[config.mk]
export PLATFORM = sky130hd
export DESIGN_NAME = bse_beam_status_evaluator
export DESIGN_NICKNAME = d
export VERILOG_FILES = /design/src/design/bse_pkg.sv /design/src/design/bse_analog_scaler.sv /design/src/design/bse_beam_status_evaluator.sv
export SDC_FILE = /design/constraint.sdc
export NUM_CORES = 1
export LEC_CHECK = 0
export ABC_CLOCK_PERIOD_IN_PS = 7700
export BUFFER_PORTS_ARGS = -buffer_cell sky130_fd_sc_hd__buf_2
export CAP_MARGIN = 20
export CORE_UTILIZATION = 54
export DETAILED_ROUTE_END_ITERATION = 8
export PLACE_DENSITY_LB_ADDON = 0.25
export SLEW_MARGIN = 20
export SYNTH_ARGS = -nofsm -noshare
export SYNTH_HDL_FRONTEND = slang
export SYNTH_SLANG_ARGS = --single-unit
[constraint.sdc]
create_clock -name i_clock -period 7.7 [get_ports i_clock]
set_clock_uncertainty 0.05 [all_clocks]
set_input_delay 0.385 -clock i_clock [delete_from_list [all_inputs] [get_ports i_clock]]
set_output_delay 0.385 -clock i_clock [all_outputs]
set_load 0.02 [all_outputs]
[src/design/bse_pkg.sv]
// Purpose: Shared constants and types for the beam status evaluator.
// Assumes: One beam status bit per beam, bit 0 is beam 1.
// Notes: Beam count and converter width are plain defaults.
package bse_pkg;
  localparam int BSE_NUM_BEAMS = 16;
  localparam int BSE_IDX_W = 5;
  localparam int BSE_DAC_W = 12;
  localparam int BSE_PROD_W = BSE_IDX_W + BSE_DAC_W;
  localparam logic [BSE_IDX_W-1:0] BSE_IDX_NONE = 5'h00;
  localparam logic [BSE_IDX_W-1:0] BSE_IDX_ONE = 5'h01;
  localparam logic [BSE_IDX_W-1:0] BSE_BEAMS = 5'h10;
  // Code for full scale, which is ten volts at the analogue pin.
  localparam logic [BSE_DAC_W-1:0] BSE_DAC_FULL = 12'hfff;
  localparam logic [BSE_DAC_W-1:0] BSE_DAC_ZERO = 12'h000;
  localparam logic [1:0] BSE_SETTLE_CYCLES = 2'h3;
  // Analogue-only selector switch codes.
  localparam logic [1:0] BSE_AN_SPAN = 2'h0;
  localparam logic [1:0] BSE_AN_LAST_BLK = 2'h1;
  localparam logic [1:0] BSE_AN_COUNT = 2'h2;
  localparam logic [1:0] BSE_AN_FIRST_BLK = 2'h3;
  // Serial output function switch codes.
  localparam logic [2:0] BSE_SER_BITMAP = 3'h0;
  localparam logic [2:0] BSE_SER_FB_CNT = 3'h1;
  localparam logic [2:0] BSE_SER_FO_SPAN = 3'h2;
  localparam logic [2:0] BSE_SER_LB_CNT = 3'h3;
  localparam logic [2:0] BSE_SER_LO_SPAN = 3'h4;
  localparam logic [2:0] BSE_SER_CONT_MAP = 3'h5;
  localparam logic [2:0] BSE_SER_FB_LB = 3'h6;
  localparam logic [2:0] BSE_SER_HOLES = 3'h7;
  typedef enum logic [1:0] {
    BSE_CFG_SETTLE,
    BSE_CFG_LATCH,
    BSE_CFG_RUN
  } bse_cfg_state_type;
endpackage

[src/design/bse_analog_scaler.sv]
// Purpose: Scales one measurement value to an analogue output code.
// Assumes: Value never exceeds the beam count.
// Notes: Division by the fixed beam count synthesises to constant logic.
`timescale 1ns/10ps
module bse_analog_scaler
  import bse_pkg::*;
(
  input wire logic i_clock,
  input wire logic i_rst_n,
  input wire logic i_load,
  input wire logic i_enable,
  input wire logic i_invert,
  input wire logic [BSE_IDX_W-1:0] i_value,
  output logic [BSE_DAC_W-1:0] o_code,
  output logic o_valid
);
  logic [BSE_PROD_W-1:0] product;
  logic [BSE_DAC_W-1:0] scaled;

  assign product = BSE_PROD_W'(i_value) * BSE_PROD_W'(BSE_DAC_FULL);
  assign scaled = BSE_DAC_W'(product / BSE_PROD_W'(BSE_BEAMS));

  always_ff @(posedge i_clock) begin
    if (!i_rst_n) begin
      o_code <= BSE_DAC_ZERO;
    end else if (i_load) begin
      if (!i_enable) begin
        o_code <= BSE_DAC_ZERO;
      end else if (i_invert) begin
        o_code <= BSE_DAC_FULL - scaled;
      end else begin
        o_code <= scaled;
      end
    end
  end

  always_ff @(posedge i_clock) begin
    if (!i_rst_n) begin
      o_valid <= 1'b0;
    end else begin
      o_valid <= i_load;
    end
  end
endmodule

[src/design/bse_beam_status_evaluator.sv]
// Purpose: Derives position and size values from the beam status vector.
// Assumes: i_scan_tick is a one-cycle pulse from the scan sequencer.
// Notes: Bit 0 of every bitmap is beam 1, farthest from the connector.
//
// Overview of operation
// Beam 1 farthest from connector, counting upward.
// Open beam reads 0, blocked beam 1.
// Sample all beams each scan, recompute everything.
// First blocked is lowest blocked index.
// First open is lowest open index.
// Blocked count counts blocked beams only.
// Span runs first to last blocked, holes included.
// Last blocked is highest blocked index.
// Last open is highest open index.
// Serial variants can send the full bitmap.
// Serial sends bitmap or one value pair.
// Transmitter switch selects near, else far.
// Analogue scales linearly, full scale ten volts.
// Analogue-only variant refreshes every scan.
// Switches latched at power-up, later changes ignored.
// No blocked beam gives zero blocked values.
`timescale 1ns/10ps
module bse_beam_status_evaluator
  import bse_pkg::*;
(
  input wire logic i_clock,
  input wire logic i_rst_n,
  input wire logic i_scan_tick,
  input wire logic [BSE_NUM_BEAMS-1:0] i_beam_status,
  input wire logic i_sw_serial_model,
  input wire logic [1:0] i_sw_analog_sel,
  input wire logic i_sw_invert,
  input wire logic i_sw_near,
  input wire logic [2:0] i_sw_serial_sel,
  output logic [BSE_NUM_BEAMS-1:0] o_bitmap,
  output logic [BSE_IDX_W-1:0] o_first_blocked_index,
  output logic [BSE_IDX_W-1:0] o_first_open_index,
  output logic [BSE_IDX_W-1:0] o_last_blocked_index,
  output logic [BSE_IDX_W-1:0] o_last_open_index,
  output logic [BSE_IDX_W-1:0] o_blocked_count,
  output logic [BSE_IDX_W-1:0] o_blocked_span,
  output logic o_result_valid,
  output logic o_serial_bitmap_mode,
  output logic [BSE_IDX_W-1:0] o_serial_value_a,
  output logic [BSE_IDX_W-1:0] o_serial_value_b,
  output logic [BSE_DAC_W-1:0] o_analog_code,
  output logic o_analog_valid,
  output logic o_near_mode,
  output logic o_config_ready
);
  localparam int SW_W = 8;
  localparam int PIN_W = BSE_NUM_BEAMS + SW_W;

  logic [PIN_W-1:0] pin_sync1;
  logic [PIN_W-1:0] pin_sync2;
  logic [BSE_NUM_BEAMS-1:0] beam_sync;
  logic [SW_W-1:0] sw_sync;
  bse_cfg_state_type cfg_state;
  logic [1:0] settle_count;
  logic cfg_serial_model;
  logic [1:0] cfg_analog_sel;
  logic cfg_invert;
  logic [2:0] cfg_serial_sel;
  logic [BSE_NUM_BEAMS-1:0] snapshot;
  logic snap_valid;
  logic [BSE_IDX_W-1:0] next_first_blocked;
  logic [BSE_IDX_W-1:0] next_first_open;
  logic [BSE_IDX_W-1:0] next_last_blocked;
  logic [BSE_IDX_W-1:0] next_last_open;
  logic [BSE_IDX_W-1:0] next_count;
  logic [BSE_IDX_W-1:0] next_span;
  logic [BSE_IDX_W-1:0] next_serial_a;
  logic [BSE_IDX_W-1:0] next_serial_b;
  logic [BSE_IDX_W-1:0] analog_value;
  logic analog_enable;

  // Beam and switch levels come from pins; only the second stage is read.
  always_ff @(posedge i_clock) begin
    if (!i_rst_n) begin
      pin_sync1 <= '0;
      pin_sync2 <= '0;
    end else begin
      pin_sync1 <= {i_sw_serial_sel, i_sw_near, i_sw_invert,
                    i_sw_analog_sel, i_sw_serial_model, i_beam_status};
      pin_sync2 <= pin_sync1;
    end
  end
  assign beam_sync = pin_sync2[BSE_NUM_BEAMS-1:0];
  assign sw_sync = pin_sync2[PIN_W-1:BSE_NUM_BEAMS];

  // Switches are caught once after the synchronisers have filled.
  always_ff @(posedge i_clock) begin
    if (!i_rst_n) begin
      cfg_state <= BSE_CFG_SETTLE;
      settle_count <= 2'h0;
    end else begin
      case (cfg_state)
        BSE_CFG_SETTLE: begin
          settle_count <= settle_count + 2'h1;
          if (settle_count == BSE_SETTLE_CYCLES) begin
            cfg_state <= BSE_CFG_LATCH;
          end
        end
        BSE_CFG_LATCH: cfg_state <= BSE_CFG_RUN;
        default: cfg_state <= BSE_CFG_RUN;
      endcase
    end
  end

  always_ff @(posedge i_clock) begin
    if (!i_rst_n) begin
      cfg_serial_model <= 1'b0;
      cfg_analog_sel <= BSE_AN_SPAN;
      cfg_invert <= 1'b0;
      o_near_mode <= 1'b0;
      cfg_serial_sel <= BSE_SER_BITMAP;
    end else if (cfg_state == BSE_CFG_LATCH) begin
      cfg_serial_model <= sw_sync[0];
      cfg_analog_sel <= sw_sync[2:1];
      cfg_invert <= sw_sync[3];
      o_near_mode <= sw_sync[4];
      cfg_serial_sel <= sw_sync[7:5];
    end
  end
  assign o_config_ready = (cfg_state == BSE_CFG_RUN);

  // Snapshot keeps the derived values consistent with a single scan.
  always_ff @(posedge i_clock) begin
    if (!i_rst_n) begin
      snapshot <= '0;
      snap_valid <= 1'b0;
    end else begin
      snap_valid <= i_scan_tick && o_config_ready;
      if (i_scan_tick && o_config_ready) begin
        snapshot <= beam_sync;
      end
    end
  end

  always_comb begin
    next_first_blocked = BSE_IDX_NONE;
    next_first_open = BSE_IDX_NONE;
    next_last_blocked = BSE_IDX_NONE;
    next_last_open = BSE_IDX_NONE;
    next_count = BSE_IDX_NONE;
    for (int i = 0; i < BSE_NUM_BEAMS; i++) begin
      if (snapshot[i]) begin
        next_last_blocked = BSE_IDX_W'(i + 1);
        next_count = next_count + BSE_IDX_ONE;
      end else begin
        next_last_open = BSE_IDX_W'(i + 1);
      end
    end
    for (int i = BSE_NUM_BEAMS - 1; i >= 0; i--) begin
      if (snapshot[i]) begin
        next_first_blocked = BSE_IDX_W'(i + 1);
      end else begin
        next_first_open = BSE_IDX_W'(i + 1);
      end
    end
    if (next_first_blocked == BSE_IDX_NONE) begin
      next_span = BSE_IDX_NONE;
    end else begin
      next_span = next_last_blocked - next_first_blocked + BSE_IDX_ONE;
    end
  end

  always_ff @(posedge i_clock) begin
    if (!i_rst_n) begin
      o_bitmap <= '0;
      o_first_blocked_index <= BSE_IDX_NONE;
      o_first_open_index <= BSE_IDX_NONE;
      o_last_blocked_index <= BSE_IDX_NONE;
      o_last_open_index <= BSE_IDX_NONE;
      o_blocked_count <= BSE_IDX_NONE;
      o_blocked_span <= BSE_IDX_NONE;
      o_serial_value_a <= BSE_IDX_NONE;
      o_serial_value_b <= BSE_IDX_NONE;
      o_result_valid <= 1'b0;
    end else begin
      o_result_valid <= snap_valid;
      if (snap_valid) begin
        o_bitmap <= snapshot;
        o_first_blocked_index <= next_first_blocked;
        o_first_open_index <= next_first_open;
        o_last_blocked_index <= next_last_blocked;
        o_last_open_index <= next_last_open;
        o_blocked_count <= next_count;
        o_blocked_span <= next_span;
        o_serial_value_a <= next_serial_a;
        o_serial_value_b <= next_serial_b;
      end
    end
  end

  // The pair is picked from the new values and registered with them, so
  // the host never sees one half of a pair ahead of the other.
  always_comb begin
    o_serial_bitmap_mode = 1'b0;
    next_serial_a = BSE_IDX_NONE;
    next_serial_b = BSE_IDX_NONE;
    if (cfg_serial_model) begin
      case (cfg_serial_sel)
        BSE_SER_FB_CNT: begin
          next_serial_a = next_first_blocked;
          next_serial_b = next_count;
        end
        BSE_SER_FO_SPAN: begin
          next_serial_a = next_first_open;
          next_serial_b = next_span;
        end
        BSE_SER_LB_CNT: begin
          next_serial_a = next_last_blocked;
          next_serial_b = next_count;
        end
        BSE_SER_LO_SPAN: begin
          next_serial_a = next_last_open;
          next_serial_b = next_span;
        end
        BSE_SER_FB_LB: begin
          next_serial_a = next_first_blocked;
          next_serial_b = next_last_blocked;
        end
        default: begin
          o_serial_bitmap_mode = 1'b1;
        end
      endcase
    end
  end

  always_comb begin
    analog_enable = 1'b1;
    analog_value = o_blocked_span;
    if (!cfg_serial_model) begin
      case (cfg_analog_sel)
        BSE_AN_LAST_BLK: analog_value = o_last_blocked_index;
        BSE_AN_COUNT: analog_value = o_blocked_count;
        BSE_AN_FIRST_BLK: analog_value = o_first_blocked_index;
        default: analog_value = o_blocked_span;
      endcase
    end else begin
      case (cfg_serial_sel)
        BSE_SER_FO_SPAN: analog_value = o_last_blocked_index;
        BSE_SER_LB_CNT: analog_value = o_blocked_count;
        BSE_SER_LO_SPAN: analog_value = o_first_blocked_index;
        BSE_SER_FB_LB: analog_value = o_blocked_count;
        BSE_SER_CONT_MAP: analog_enable = 1'b0;
        BSE_SER_HOLES: analog_enable = 1'b0;
        default: analog_value = o_blocked_span;
      endcase
    end
  end

  // The scaler loads on every result, one scan at a time.
  bse_analog_scaler u_scaler (
    .i_clock(i_clock),
    .i_rst_n(i_rst_n),
    .i_load(o_result_valid),
    .i_enable(analog_enable),
    .i_invert(cfg_invert),
    .i_value(analog_value),
    .o_code(o_analog_code),
    .o_valid(o_analog_valid)
  );
endmodule

==> run summary <==
Slowest Stage Delay on Critical Path: 0.34 ns
core area: 15890 sq um
fin crit share: 1.001
CTS tree: built
startpoint type of the worst setup path: flop
Max-Cap Viols: 0
Final Total Pwr: 1.691 mW
total track usage: 0.2568
syn nets: 1123
Site Rows: 46
synth top area cells: dfxtp_1, ha_1, nand2_1
vias in the first global route: 6813
failing checks: negative setup slack
initial antenna violation count: 0
crit-path most repeated cell: ha_1
total CTS buffers: 17
drt wl/cell: 16.09 microns
register area share after synthesis: 0.3320
I/O pin total: 100
Worst Tran Pin Value: 0.9657 ns
PwrDens: 163.1 nW/um^2
Final Wtd Congestion: 0.8990
most used flip-flop cell after synthesis: dfxtp_1
Pleak: 4.485 nW
final core utilization: 0.6528
final instance area: 10370 sq um
Initial DRT Pass Iterations: 6
largest net degree at the start of global routing: 121
Initial Util: 0.5542
post-route setup slack: -0.008709 ns
Syn-to-layout area delta: 17.79%
RSZ-0062 raised after global routing: true
CP max-delay cell: dfxtp_2
Synth top area share: 0.3320
ANT cells: 0
Root Buffer: clkbuf_16
Post-DP HPWL: 14590 microns
worst endpoint required time: 7.97 ns
synth unique cells: 72
max_slew headroom: 0.3553
Max Root-Sink Buffers: 2
Chip Height: 129.7 microns
fin crit period: 7.709 ns
status: finished, violations left
vias per std cell: 5.584
Max VDD drop: 0.0001916 V
Clock transition at path regs: 0.07 ns
Yosys reg bits: 146
share of post-route cells with drive strength above 1: 0.2002
Data arrival, critical path: 7.98 ns
Num Clock Sinks: 146
Post-DP Area: 9400 sq um
cell count after synthesis: 1040
final-report setup violation count: 1
worst hold slack: 0.1035 ns
fmax: 129.7 MHz
Routed Antenna Nets: 0
area of the die: 16820 sq um
Worst Setup End Kind: flop
Iteration-0 DRC Markers: 616
Worst Path Buf+Inv: 2
CP top delay family: compound AO/OA/AOI/OAI gates
Yosys top cell by area: dfxtp_1
GR Overflow Total: 0
H-tree depth: 4
Critical Path Fanout Max: 5
synthesized area per cell: 8.465 sq um
drt drc: 0
Final Max Slew Viols: 0
Setup TNS Final: -0.008709 ns
vias after detailed routing: 7510
insertion delay to the later sink of the worst-skew pair: 0.44 ns
yosys warns: 0
Worst Setup Path Type: reg2reg
hold crit path type: in2reg
first-pass GRT wire length: 33590 microns
synthesized area: 8803 sq um
Final nets: 1199
EDFF count, synth: 0
Die X: 129.7 microns
Hold Vio Cnt, Final: 0
Synth async-reset ratio: 0
Total Routed Length: 21640 microns
IO buf count: 99
-- stage by stage --
| stage | setup WS (ns) | cells |
|---|---|---|
| floorplan | 0.2602 | 1040 |
| global placement | 0.2543 | 1299 |
| detailed placement | 0.02823 | 1299 |
| global route | -0.5131 | 1345 |
| finish | -0.008709 | 1345 |
| CTS | 0.08108 | 1331 |
-- synth_stat cells (4+ instances only) --
| cell | instances |
|---|---|
| a32o_1 | 5 |
| nor2b_1 | 47 |
| a21o_1 | 7 |
| a21boi_0 | 21 |
| a22o_1 | 8 |
| nand2b_1 | 10 |
| o221ai_1 | 6 |
| nor2_1 | 48 |
| mux2i_1 | 41 |
| and2_1 | 67 |
| fa_1 | 11 |
| buf_1 | 4 |
| o22ai_1 | 13 |
| o21a_1 | 9 |
| dfxtp_1 | 146 |
| clkbuf_1 | 62 |
| o21ai_0 | 50 |
| a31oi_1 | 5 |
| mux2_2 | 4 |
| o31ai_1 | 8 |
| nand3_1 | 13 |
| xor2_1 | 17 |
| nand4_1 | 6 |
| a21oi_1 | 50 |
| ha_1 | 45 |
| nand2_1 | 121 |
| nor4_1 | 7 |
| inv_1 | 57 |
| a22oi_1 | 8 |
| o21bai_1 | 4 |
| clkinv_1 | 4 |
| and3_1 | 5 |
| o211a_1 | 4 |
| a211oi_1 | 4 |
| nor3_1 | 10 |
| xnor3_1 | 5 |
| xnor2_1 | 51 |
-- per-layer routing --
layer,track usage,wire length (microns),vias up
met3,0.06235,1498,44
met5,0,0,-
li1,-,-,3701
met2,0.3979,9695,265
met1,0.3466,9938,3500
met4,0.09234,504,0
-- layout by cell type, fill, tap and decap left out, types with 5 or more instances in the layout --
cell	Yosys	layout
a21boi_0	21	20
a22o_1	8	8
nor3_1	10	8
dfxtp_1	146	142
xor2_1	17	17
a32o_1	5	5
nor2b_1	47	45
a22oi_1	8	8
o22ai_1	13	11
ha_1	45	40
fa_1	11	11
a31oi_1	5	5
clkbuf_16	0	17
mux2i_1	41	40
a21oi_1	50	45
nand2b_1	10	9
buf_2	3	99
o221ai_1	6	5
a21o_1	7	7
o21a_1	9	9
nor4_1	7	7
and2_1	67	67
o31ai_1	8	8
buf_4	1	28
nand4_1	6	6
inv_1	57	55
nand3_1	13	13
and3_1	5	5
o21ai_0	50	45
nor2_1	48	46
xnor2_2	1	6
xnor2_1	51	44
nand2_1	121	118
-- what timing repair did --
action / in CTS / in global routing
setup buffers: 0 / 14
pin swaps: 0 / 29
hold buffers: 0 / 0
resized for setup: 1 / 61
endpoints found under the setup margin: 1 / 8
-- final cells by class --
type	instances	area, sq um
Clock buffer	17	425.4
Clock inverter	15	145.1
Fill cell	1320	5515
Inverter	63	239.0
Multi-Input combinational cell	759	5634
Sequential cell	146	2928
Tap cell	216	270.3
Timing Repair Buffer	129	728.2
-- flip-flops by register name, indices dropped and copies added (netlist names), 2 cells and up --
| signal | count |
|---|---|
| o_first_blocked_index | 5 |
| o_blocked_span | 5 |
| cfg_analog_sel | 2 |
| cfg_serial_sel | 3 |
| u_scaler.o_code | 12 |
| o_serial_value_b | 5 |
| o_serial_value_a | 5 |
| snapshot | 16 |
| cfg_state | 2 |
| settle_count | 2 |
| o_blocked_count | 5 |
| pin_sync2 | 24 |
| pin_sync1 | 24 |
| o_bitmap | 16 |
| o_last_open_index | 5 |
| o_first_open_index | 5 |
| o_last_blocked_index | 4 |
-- path summary, 6_finish.rpt --
check,start,end,slack (ns),cells past startpoint
hold reg to reg,pin_sync1[8]$_SDFF_PN0_,pin_sync2[8]$_SDFF_PN0_,0.38,1
hold / removal,i_beam_status[4],pin_sync1[4]$_SDFF_PN0_,0.10,2
setup reg to reg,snapshot[0]$_SDFFE_PN0P_,o_serial_value_b[3]$_SDFFE_PN0P_,-0.009,42
setup / recovery,snapshot[0]$_SDFFE_PN0P_,o_serial_value_b[3]$_SDFFE_PN0P_,-0.009,42
-- power breakdown --
| part | internal (mW) | total, mW | switching, mW |
|---|---|---|---|
| clock | 0.428 | 0.796 | 0.367 |
| sequential | 0.772 | 0.780 | 0.00852 |
| combinational | 0.0512 | 0.116 | 0.0644 |
-- kinds of logic (layout without fill, tap and decap cells) --
| group | count (synthesis) | count (layout) | share of synthesized area |
|---|---|---|---|
| multiplexers | 45 | 45 | 0.05173 |
| buffers and inverters | 135 | 224 | 0.06012 |
| adder cells (fa/ha/maj) | 58 | 58 | 0.09124 |
| XOR/XNOR | 77 | 77 | 0.08954 |
| AND/OR/NAND/NOR | 347 | 347 | 0.1976 |
| flip-flops | 146 | 146 | 0.3320 |
| AO/OA/AOI/OAI | 232 | 232 | 0.1778 |
(Power assumes the default switching activity.)
